File: src/pkg/pstab_pkg.sv
package pstab_pkg;

  // Register offsets on the plain register port.
  localparam logic [3:0]  PSTAB_OFS_TABLE_PAGE  = 4'h0;
  localparam logic [3:0]  PSTAB_OFS_VIS_PAGE    = 4'h1;
  localparam logic [3:0]  PSTAB_OFS_STATUS      = 4'h2;

  // Reset values.
  localparam logic [7:0]  PSTAB_TABLE_PAGE_RST  = 8'h00;
  localparam logic [7:0]  PSTAB_VIS_PAGE_RST    = 8'h00;

  // Field positions and widths.
  localparam int          PSTAB_CFG_SPACE_BIT   = 7;
  localparam int          PSTAB_PC_WIDTH        = 23;
  localparam int          PSTAB_PADDR_WIDTH     = 24;

  // Data-space window: upper 32 Kbytes, selected by data address bit 15.
  localparam int          PSTAB_VIS_WIN_BIT     = 15;

  // Configuration-space implemented area (word offsets within the page).
  localparam logic [15:0] PSTAB_CFG_IMPL_LO     = 16'h0000;
  localparam logic [15:0] PSTAB_CFG_IMPL_HI     = 16'h0003;

  typedef enum logic [1:0]
  {
    PSTAB_OP_READ_LOW,
    PSTAB_OP_READ_HIGH,
    PSTAB_OP_WRITE_LOW,
    PSTAB_OP_WRITE_HIGH
  } pstab_op_type;

  // One table request from the core.
  typedef struct packed
  {
    logic         valid;
    pstab_op_type op;
    logic         byte_mode;
    logic [15:0]  addr;
    logic [15:0]  wdata;
  } pstab_req_type;

  // One access toward the program array.
  typedef struct packed
  {
    logic        rd;
    logic        wr;
    logic        cfg;
    logic [23:0] addr;
    logic [23:0] wdata;
    logic [2:0]  lane_en;
  } pstab_mem_type;

endpackage

File: src/design/pstab_access.sv
// Our own choices: the address-and-strobe port and the address map.
`timescale 1ns/1ns
////////////////////////////////////////////////////////////////////////////////
// Operation
// RULE1: Low table reads and writes reach the low 16-bit program word directly.
// RULE2: High table reads and writes are the only path to the upper 8 program bits as data.
// RULE3: Program addresses step by two per 24-bit word so they match data word addresses.
// RULE4: Program memory looks like two 16-bit spaces side by side with the same address range.
// RULE5: A word-mode low read returns program bits 15..0 on data bits 15..0.
// RULE6: A byte-mode low read puts the selected byte (1 upper, 0 lower) in the low data byte.
// RULE7: A word-mode high read returns program bits 23..16 in the low byte, upper byte zero.
// RULE8: A byte-mode high read returns bits 23..16 for select 0 and zero for the phantom byte.
// RULE9: Reads and writes both work as byte or word transfers.
// RULE10: Every table operation takes its page from the table page register.
// RULE11: Table page bit 7 clear selects user space and set selects configuration space.
// RULE12: In configuration space only reads at implemented locations run and writes are dropped.
// RULE13: The upper 32 Kbytes of data space map onto a 16K-word page set by the visibility page.
// RULE14: The program address counter is 23 bits wide.
// RULE15: A read of an unimplemented configuration location returns zero without side effects.
module pstab_access
  import pstab_pkg::*;
(
  // Clock and reset.
  input  wire logic          core_clk,
  input  wire logic          resetn,
  // Register port.
  input  wire logic [3:0]    reg_addr,
  input  wire logic [15:0]   reg_wdata,
  input  wire logic          reg_wr,
  input  wire logic          reg_rd,
  output logic      [15:0]   reg_rdata,
  // Table requests from the core.
  input  pstab_req_type      tbl_req,
  output logic               tbl_done,
  output logic      [15:0]   tbl_rdata,
  output logic               tbl_refused,
  // Data-space window reads from the core.
  input  wire logic          vis_rd,
  input  wire logic [15:0]   vis_addr,
  output logic               vis_done,
  output logic      [15:0]   vis_rdata,
  // Program counter load and step from the core.
  input  wire logic          pc_load,
  input  wire logic [22:0]   pc_load_val,
  input  wire logic          pc_step,
  output logic      [22:0]   pc_value,
  // Program array.
  output pstab_mem_type      mem,
  input  wire logic [23:0]   mem_rdata
);

  typedef enum logic [1:0]
  {
    PSTAB_IDLE,
    PSTAB_TBL_WAIT,
    PSTAB_VIS_WAIT
  } pstab_state_type;

  typedef struct packed
  {
    pstab_state_type state;
    logic [7:0]      table_page;
    logic [7:0]      vis_page;
    logic [22:0]     pc;
    pstab_op_type    op;
    logic            byte_mode;
    logic            byte_sel;
    logic [15:0]     rdata;
    logic            done;
    logic            vdone;
    logic [15:0]     vrdata;
    logic            refused;
    logic [15:0]     reg_rdata;
    logic            wr_count_flag;
    pstab_mem_type   mem;
  } pstab_regs_type;

  pstab_regs_type state_r;
  pstab_regs_type state_nxt;

  ////////////////////////////////////////////////////////////////////////////////

  // Extract the data seen by a table read from one 24-bit program word.
  function automatic logic [15:0] read_shape(pstab_op_type op, logic byte_mode,
                                             logic byte_sel, logic [23:0] w);
    logic [15:0] r;
    r = 16'h0000;
    if (op == PSTAB_OP_READ_LOW)
    begin
      if (!byte_mode)
        r = w[15:0];                                   // RULE5
      else
        r = {8'h00, byte_sel ? w[15:8] : w[7:0]};      // RULE6
    end
    else
    begin
      if (!byte_mode)
        r = {8'h00, w[23:16]};                         // RULE7
      else
        r = {8'h00, byte_sel ? 8'h00 : w[23:16]};      // RULE8
    end
    return r;
  endfunction

  // Word address in the configuration page is implemented or not.
  function automatic logic cfg_impl(logic [15:0] addr);
    logic [15:0] word;
    word = {1'b0, addr[15:1]};
    return (word >= PSTAB_CFG_IMPL_LO) && (word <= PSTAB_CFG_IMPL_HI);
  endfunction

  ////////////////////////////////////////////////////////////////////////////////

  always_comb
  begin
    logic        is_write;
    logic        is_cfg;
    logic [23:0] paddr;
    is_write  = 1'b0;
    is_cfg    = 1'b0;
    paddr     = 24'h000000;
    state_nxt = state_r;
    state_nxt.done      = 1'b0;
    state_nxt.vdone     = 1'b0;
    state_nxt.refused   = 1'b0;
    state_nxt.mem.rd    = 1'b0;
    state_nxt.mem.wr    = 1'b0;
    state_nxt.reg_rdata = 16'h0000;

    if (reg_wr)
    begin
      unique case (reg_addr)
        PSTAB_OFS_TABLE_PAGE: state_nxt.table_page = reg_wdata[7:0];
        PSTAB_OFS_VIS_PAGE:   state_nxt.vis_page   = reg_wdata[7:0];
        default:              state_nxt.table_page = state_r.table_page;
      endcase
    end
    if (reg_rd)
    begin
      unique case (reg_addr)
        PSTAB_OFS_TABLE_PAGE: state_nxt.reg_rdata = {8'h00, state_r.table_page};
        PSTAB_OFS_VIS_PAGE:   state_nxt.reg_rdata = {8'h00, state_r.vis_page};
        PSTAB_OFS_STATUS:     state_nxt.reg_rdata = {13'h0000, state_r.wr_count_flag,
                                                     state_r.state != PSTAB_IDLE,
                                                     state_r.table_page[PSTAB_CFG_SPACE_BIT]};
        default:              state_nxt.reg_rdata = 16'h0000;
      endcase
    end

    if (pc_load)
      state_nxt.pc = pc_load_val;                      // RULE14
    else if (pc_step)
      state_nxt.pc = state_r.pc + 23'h000002;          // RULE3

    unique case (state_r.state)
      PSTAB_IDLE:
      begin
        if (tbl_req.valid)
        begin
          is_write = (tbl_req.op == PSTAB_OP_WRITE_LOW) || (tbl_req.op == PSTAB_OP_WRITE_HIGH);
          is_cfg   = state_r.table_page[PSTAB_CFG_SPACE_BIT];         // RULE11
          // Page from the table page, word address straight from the data address.
          paddr    = {state_r.table_page, tbl_req.addr[15:1], 1'b0};  // RULE10 RULE3
          state_nxt.op        = tbl_req.op;
          state_nxt.byte_mode = tbl_req.byte_mode;                    // RULE9
          state_nxt.byte_sel  = tbl_req.addr[0];
          state_nxt.mem.addr  = paddr;
          state_nxt.mem.cfg   = is_cfg;
          if (is_cfg && (is_write || !cfg_impl(tbl_req.addr)))
          begin
            // Finish at once; nothing reaches the array.
            state_nxt.done    = 1'b1;                                 // RULE12 RULE15
            state_nxt.rdata   = 16'h0000;
            state_nxt.refused = is_write;
          end
          else if (is_write)
          begin
            state_nxt.mem.wr = 1'b1;
            state_nxt.done   = 1'b1;
            state_nxt.wr_count_flag = 1'b1;
            if (tbl_req.op == PSTAB_OP_WRITE_LOW)
            begin
              // Low space holds bits 15..0 only.                     // RULE1 RULE4
              state_nxt.mem.wdata   = {8'h00, tbl_req.wdata};
              state_nxt.mem.lane_en = tbl_req.byte_mode ?
                                      (tbl_req.addr[0] ? 3'h2 : 3'h1) : 3'h3;
            end
            else
            begin
              // Only the high path touches bits 23..16; phantom byte drops. // RULE2 RULE4
              state_nxt.mem.wdata   = {tbl_req.wdata[7:0], 16'h0000};
              state_nxt.mem.lane_en = (tbl_req.byte_mode && tbl_req.addr[0]) ? 3'h0 : 3'h4;
            end
          end
          else
          begin
            state_nxt.mem.rd = 1'b1;                                  // RULE1 RULE2
            state_nxt.state  = PSTAB_TBL_WAIT;
          end
        end
        else if (vis_rd && vis_addr[PSTAB_VIS_WIN_BIT])
        begin
          // 32 Kbyte window is 16K words: page supplies the upper address bits. // RULE13
          state_nxt.mem.addr  = {1'b0, state_r.vis_page, vis_addr[14:1], 1'b0};
          state_nxt.mem.cfg   = 1'b0;
          state_nxt.mem.rd    = 1'b1;
          state_nxt.byte_sel  = vis_addr[0];
          state_nxt.state     = PSTAB_VIS_WAIT;
        end
        else if (vis_rd)
        begin
          state_nxt.vdone  = 1'b1;
          state_nxt.vrdata = 16'h0000;
        end
      end
      PSTAB_TBL_WAIT:
      begin
        state_nxt.rdata = read_shape(state_r.op, state_r.byte_mode,
                                     state_r.byte_sel, mem_rdata);
        state_nxt.done  = 1'b1;
        state_nxt.state = PSTAB_IDLE;
      end
      PSTAB_VIS_WAIT:
      begin
        // The window only ever shows the low program word.
        state_nxt.vrdata = mem_rdata[15:0];
        state_nxt.vdone  = 1'b1;
        state_nxt.state  = PSTAB_IDLE;
      end
      default:
        state_nxt.state = PSTAB_IDLE;
    endcase
  end

  ////////////////////////////////////////////////////////////////////////////////

  always_ff @(posedge core_clk)
  begin
    if (!resetn)
    begin
      state_r            <= '0;
      state_r.state      <= PSTAB_IDLE;
      state_r.table_page <= PSTAB_TABLE_PAGE_RST;
      state_r.vis_page   <= PSTAB_VIS_PAGE_RST;
    end
    else
    begin
      state_r <= state_nxt;
    end
  end

  assign reg_rdata   = state_r.reg_rdata;
  assign tbl_done    = state_r.done;
  assign tbl_rdata   = state_r.rdata;
  assign tbl_refused = state_r.refused;
  assign vis_done    = state_r.vdone;
  assign vis_rdata   = state_r.vrdata;
  assign pc_value    = state_r.pc;
  assign mem         = state_r.mem;

endmodule

File: config.mk
export PLATFORM = sky130hd
export DESIGN_NAME = pstab_access
export DESIGN_NICKNAME = d
export VERILOG_FILES = /design/src/pkg/pstab_pkg.sv /design/src/design/pstab_access.sv
export SDC_FILE = /design/constraint.sdc
export NUM_CORES = 1
export LEC_CHECK = 0
export ABC_AREA = 1
export ABC_CLOCK_PERIOD_IN_PS = 2100
export BUFFER_PORTS_ARGS = -buffer_cell sky130_fd_sc_hd__clkbuf_2
export CAP_MARGIN = 0
export CORE_ASPECT_RATIO = 0.9
export CORE_MARGIN = 4
export CORE_UTILIZATION = 50
export DETAILED_ROUTE_END_ITERATION = 7
export HOLD_SLACK_MARGIN = 0.03
export PLACE_DENSITY = 0.83
export SLEW_MARGIN = 10
export SYNTH_ARGS = -nofsm -noshare
export SYNTH_HDL_FRONTEND = slang
export SYNTH_SLANG_ARGS = --single-unit
File: constraint.sdc
create_clock -name core_clk -period 2.1 [get_ports core_clk]
set_clock_uncertainty 0.1 [all_clocks]
set_input_delay 0.63 -clock core_clk [delete_from_list [all_inputs] [get_ports core_clk]]
set_output_delay 0.63 -clock core_clk [all_outputs]
set_load 0.05 [all_outputs]
==> impl_metrics.yaml, run 1 <==
final_layout:
  nets: 1201
  final_cell_count_no_fill: 1275
  layout_common_cells: "clkbuf_2 (236), nand2_1 (223), dfxtp_1 (141), nand3_1 (106), a21oi_1 (71)"
  register_area_um2: 2820
  drive_above_1_share: 0.281
  area_growth_syn_to_layout_pct: 14.6
  multiInputGateArea_um2: 2890
  num_antenna_cells: 0
  fill_cells: 1286
  final_common_cell: "clkbuf_2"
sta:
  slew_viol_final: 0
  timing.fmax_mhz: 524
  fin_crit_sh: 0.908
  worstMarginPinSlew_ps: 663
  setup_violations: 0
  min_period_ps: 1910
  hold_viol: 0
  max-slew-margin-rel: 0.558
  setup_slack_ps: 193
  rsz0062_at_grt: "false"
  fin_hold_ws_ps: 338
  finalSetupTns_ps: 0
power_and_ir_drop:
  p_int_mw: 4.83
  p_sw_frac: 0.287
  p_comb_frac: 0.159
  p_leak_nw: 3.69
  peakVddDrop_mv: 0.679
  clock_power_share: 0.415
  p_switching_mw: 1.94
  power.density_nw_per_um2: 839
  seqPwrFrac: 0.426
synth:
  netlist-cell-type-count: 37
  synth_edf_count: 0
  synth.avg_cell_area_um2: 7.33
  ys_warn_count: 0
  syn_inst: 960
  ys_ff_latch: 141
  ys_seq_area_frac: 0.401
  synth.cell_area_um2: 7040
  synth-main-ff-cell: "dfxtp_1"
  async_flop_share: 0
worst_hold_path:
  worstHoldPathType: "in -> reg"
clock_network:
  clock_path_buffers: 2
  clock-root-buffer: "clkbuf_16"
  holdBufCountCts: 0
  cts_buffers: 17
  clkSlewWorstSetupHoldPaths_ps: 60
  cts_sinks: 141
  cts_tree: "built"
  post-cts-setup-buffers: 0
  post_cts_resized: 0
  cts_max_level: 4
  clk_latency_ps: 410
setup_path:
  cp_num_buf_inv: 1
  crit_path_start_kind: "flip-flop"
  critPathTopFamily: "flip-flops"
  crit_arrival_ps: 1180
  end_kind: "primary output"
  cp_slowest_cell: "dfxtp_1"
  cpPeakStageDelay_ps: 440
  required_ps: 1370
  criticalPathCategory: "reg -> out"
  cp_max_fo: 4
  worstPathCellList: "clkbuf_2"
routing:
  drcViolationCount: 0
  drt_pass1_iterations: 5
  routed_wl_um: 19200
  viasPerCell: 5.23
  drt-initial-drc-count: 430
  wl_per_cell_um: 15.0
  vias: 6664
  ant_nets: 0
place:
  dpl.hpwl_um: 14100
  gp_congestion: 0.898
  dp_cells: 1244
  io_buffers: 236
  dpl_worst_slack_ps: 110
die:
  rows: 40
  dieArea_um2: 16000
  ioPinCount: 254
  die_h_um: 121
  die_w_um: 133
  start_util: 0.519
  core_area_um2: 13600
flow_run:
  maxCapViolCount: 0
grt:
  grt_pass1_vias: 6105
  grt_pass1_wl_um: 30300
  grt_remaining_overflow: 0
  antenna_found_initial: 0
  grt_max_degree: 47
  grtUsageTotal: 0.232
outcome:
  status: "finished clean"
worst paths after layout:
check / slack, ps / cells past startpoint / endpoint / start
min: 340 / 3 / mem[13]$_SDFFE_PN0P_ / tbl_req[10]
max reg2reg: 300 / 9 / pc_value[17]$_SDFFE_PN0N_ / pc_value[1]$_SDFFE_PN0N_
min reg2reg: 360 / 2 / vis_rdata[14]$_SDFFE_PN0P_ / vis_rdata[14]$_SDFFE_PN0P_
max: 190 / 1 / pc_value[6] / pc_value[6]$_SDFFE_PN0N_
state kept, by name, indices dropped and copies added, names as in the netlist:
name / cells
mem: 52
state_r: 23
tbl_rdata: 16
tbl_done: 1
vis_rdata: 16
reg_rdata: 8
pc_value: 23
vis_done: 1
tbl_refused: 1
per-layer routing:
layer / part of all wire / track usage / up-vias
met2: 0.46 / 0.365 / 303
met1: 0.42 / 0.296 / 3043
met4: 0.031 / 0.0961 / 0
met3: 0.089 / 0.0736 / 44
li1: - / - / 3274
met5: 0 / 0 / -
stage by stage:
stage	total power, mW	utilization	cell area (um2)
after floorplan	3.81	-	7070
after global placement	3.99	0.554	7510
after detailed placement	4.01	0.554	7510
after CTS	6.83	0.595	8070
after global routing	7.05	0.595	8070
final	6.77	0.595	8070
synth_stat cells, drive strengths merged, types with 2 or more instances:
library cell  instances  share of area
a21oi                72          0.052
a22oi                14          0.015
a31oi                27          0.024
buf                 146           0.15
clkbuf               23          0.012
clkinv                2         0.0011
dfxtp               141           0.40
inv                  51          0.027
nand2               228           0.12
nand3               106          0.075
nand3b                2         0.0021
nor2                 57          0.038
nor3                  6         0.0043
o21ai                57          0.041
o21bai                5         0.0053
o22ai                10         0.0089
or2                   2         0.0018
xnor2                 2         0.0025
xor2                  3         0.0037
cells by family (layout without fill, tap and decap cells):
family	count (synthesis)	in the layout	share of synthesized area
simple gates	403	403	0.250
buf+inv	222	340	0.193
compound gates	187	187	0.148
flops	141	141	0.401
xor+xnor	5	5	0.00622
fa+ha+maj	1	1	0.00178
other cells	1	9	0.000533
cell type report:
| cell class | instances | share of cell area |
|---|---|---|
| well taps | 189 | 0.0293 |
| multi-input cells | 605 | 0.358 |
| clock inverters | 6 | 0.00744 |
| inverters | 53 | 0.0247 |
| flip-flops and latches | 141 | 0.350 |
| repair buffers | 256 | 0.170 |
| clock buffers | 25 | 0.0614 |
worst reg2reg max path: stages (launching register included):
cell and delay [ps]:
dfxtp_1 410, ha_1 230, nand2_1 70, nor2_1 120
nand2_1 170, nor2_2 290, nand2_1 80, nand2_1 70
nand3_1 60, a21oi_1 130
power by group through the flow:
stage	Clock, mW	Sequential, mW	Combinational [mW]
6_report	2.81	2.89	1.08
3_3_place_gp	0	2.94	1.06
2_1_floorplan	0	2.92	0.891
5_1_grt	3.00	2.90	1.16
3_5_place_dp	0	2.94	1.07
4_1_cts	2.87	2.88	1.07
Power figures use the tool's default switching activity.
==> inputs of run 2 (changes only) <==
--- a/config.mk
+++ b/config.mk
@@ -14,7 +14,7 @@
 export CORE_UTILIZATION = 50
 export DETAILED_ROUTE_END_ITERATION = 7
 export HOLD_SLACK_MARGIN = 0.03
-export PLACE_DENSITY = 0.83
+export PLACE_DENSITY = 0.77
 export SLEW_MARGIN = 10
 export SYNTH_ARGS = -nofsm -noshare
 export SYNTH_HDL_FRONTEND = slang
==> run 2 against run 1 <==
  * Routed wire length down 0.41%
  * Critical endpoint is now pc_value[11]
  * Clock power up 7.8%
  * Die area unchanged
  * Non-clock buffer count unchanged
  * First-iteration DRC count up 7.2%
  * Total power up 3.2%
  * Critical path type unchanged
  * Combinational power about the same
  * Final area up 0.53%
==> impl_metrics.yaml, run 2 (synthesis results as in run 1) <==
clock_network:
  post-cts-setup-buffers: 0
  cts_tree: "built"
  holdBufCountCts: 0
  clock_path_buffers: 2
  clock-root-buffer: "clkbuf_16"
  cts_sinks: 141
  cts_buffers: 17
  clkSlewWorstSetupHoldPaths_ps: 60
  post_cts_resized: 0
  cts_max_level: 4
  clk_latency_ps: 420
final_layout:
  drive_above_1_share: 0.285
  multiInputGateArea_um2: 2890
  layout_common_cells: "clkbuf_2 (236), nand2_1 (223), dfxtp_1 (141), nand3_1 (106), a21oi_1 (71)"
  register_area_um2: 2820
  area_growth_syn_to_layout_pct: 15.2
  nets: 1201
  num_antenna_cells: 0
  final_common_cell: "clkbuf_2"
  final_area_um2: 8110
  largest_register_ffs: 52
  fill_cells: 1284
flow_run:
  maxCapViolCount: 0
routing:
  drt_pass1_iterations: 7
  drcViolationCount: 0
  vias: 6546
  drt-initial-drc-count: 461
  routed_wl_um: 19100
  wl_per_cell_um: 15.0
  viasPerCell: 5.13
  ant_nets: 0
setup_path:
  setup.worst_path.start: "pc_value[11]$_SDFFE_PN0N_"
  crit_arrival_ps: 1190
  required_ps: 1370
  critPathTopFamily: "flip-flops"
  regToRegStartpoint: "pc_value[2]$_SDFFE_PN0N_"
  cpPeakStageDelay_ps: 440
  end_kind: "primary output"
  worstPathCellList: "clkbuf_2"
  crit_path_start_kind: "flip-flop"
  criticalPathCategory: "reg -> out"
  cp_num_buf_inv: 1
  cp_slowest_cell: "dfxtp_1"
  cp_max_fo: 7
worst_hold_path:
  hold_path.startpoint: "tbl_req[13]"
  worstHoldPathType: "in -> reg"
die:
  dieArea_um2: 16000
  die_h_um: 121
  rows: 40
  die_w_um: 133
  ioPinCount: 254
  start_util: 0.519
  core_area_um2: 13600
sta:
  finalSetupTns_ps: 0
  worstMarginPinSlew_ps: 671
  fin_crit_sh: 0.913
  slew_viol_final: 0
  hold_viol: 0
  max-slew-margin-rel: 0.552
  setup_violations: 0
  rsz0062_at_grt: "false"
  min_period_ps: 1920
  timing.fmax_mhz: 522
grt:
  grt_pass1_vias: 5946
  grt_max_degree: 47
  grt_remaining_overflow: 0
  antenna_found_initial: 0
  grtUsageTotal: 0.229
  grt_pass1_wl_um: 29900
power_and_ir_drop:
  power.density_nw_per_um2: 862
  peakVddDrop_mv: 0.556
  p_leak_nw: 3.70
  power_mw: 6.99
place:
  gp_congestion: 0.919
  dpl.hpwl_um: 13800
  io_buffers: 236
  dpl-instance-area_um2: 7510
outcome:
  status: "finished clean"
==> run 2: final timing paths <==
check | end | slack [ps] | depth (start not counted)
setup / recovery | pc_value[11] | 180 | 1
hold / removal | mem[16]$_SDFFE_PN0P_ | 330 | 3
hold reg to reg | vis_rdata[14]$_SDFFE_PN0P_ | 360 | 2
setup reg to reg | pc_value[15]$_SDFFE_PN0N_ | 350 | 8
==> run 2: area by class of cell <==
cell class	count	share of cell area
clock buffer	18	0.0541
clock inverter	14	0.0196
inverter	53	0.0245
multi-input combinational	605	0.356
sequential	141	0.348
tap	189	0.0292
timing repair buffer	256	0.169
==> run 2: power breakdown <==
part | leakage (nW) | switching, mW | internal (mW)
Combinational | 2.27 | 0.782 | 0.296
Sequential | 1.15 | 0.0933 | 2.79
Clock | 0.282 | 1.23 | 1.80
==> run 2: layer usage <==
layer  global-route usage  share of wire
met5                    0              0
met4               0.0617          0.015
met3               0.0778          0.087
met2                0.356           0.45
met1                0.305           0.45
==> run 2: metrics by stage <==
stage / util / hold WS, ps / instances / setup slack, ps
floorplan: - / 340 / 968 / 354
global placement: 0.554 / 348 / 1244 / 109
detailed placement: 0.554 / 354 / 1244 / 97.1
CTS: 0.598 / 311 / 1276 / 171
global route: 0.598 / 322 / 1276 / 104
finish: 0.598 / 326 / 1276 / 183
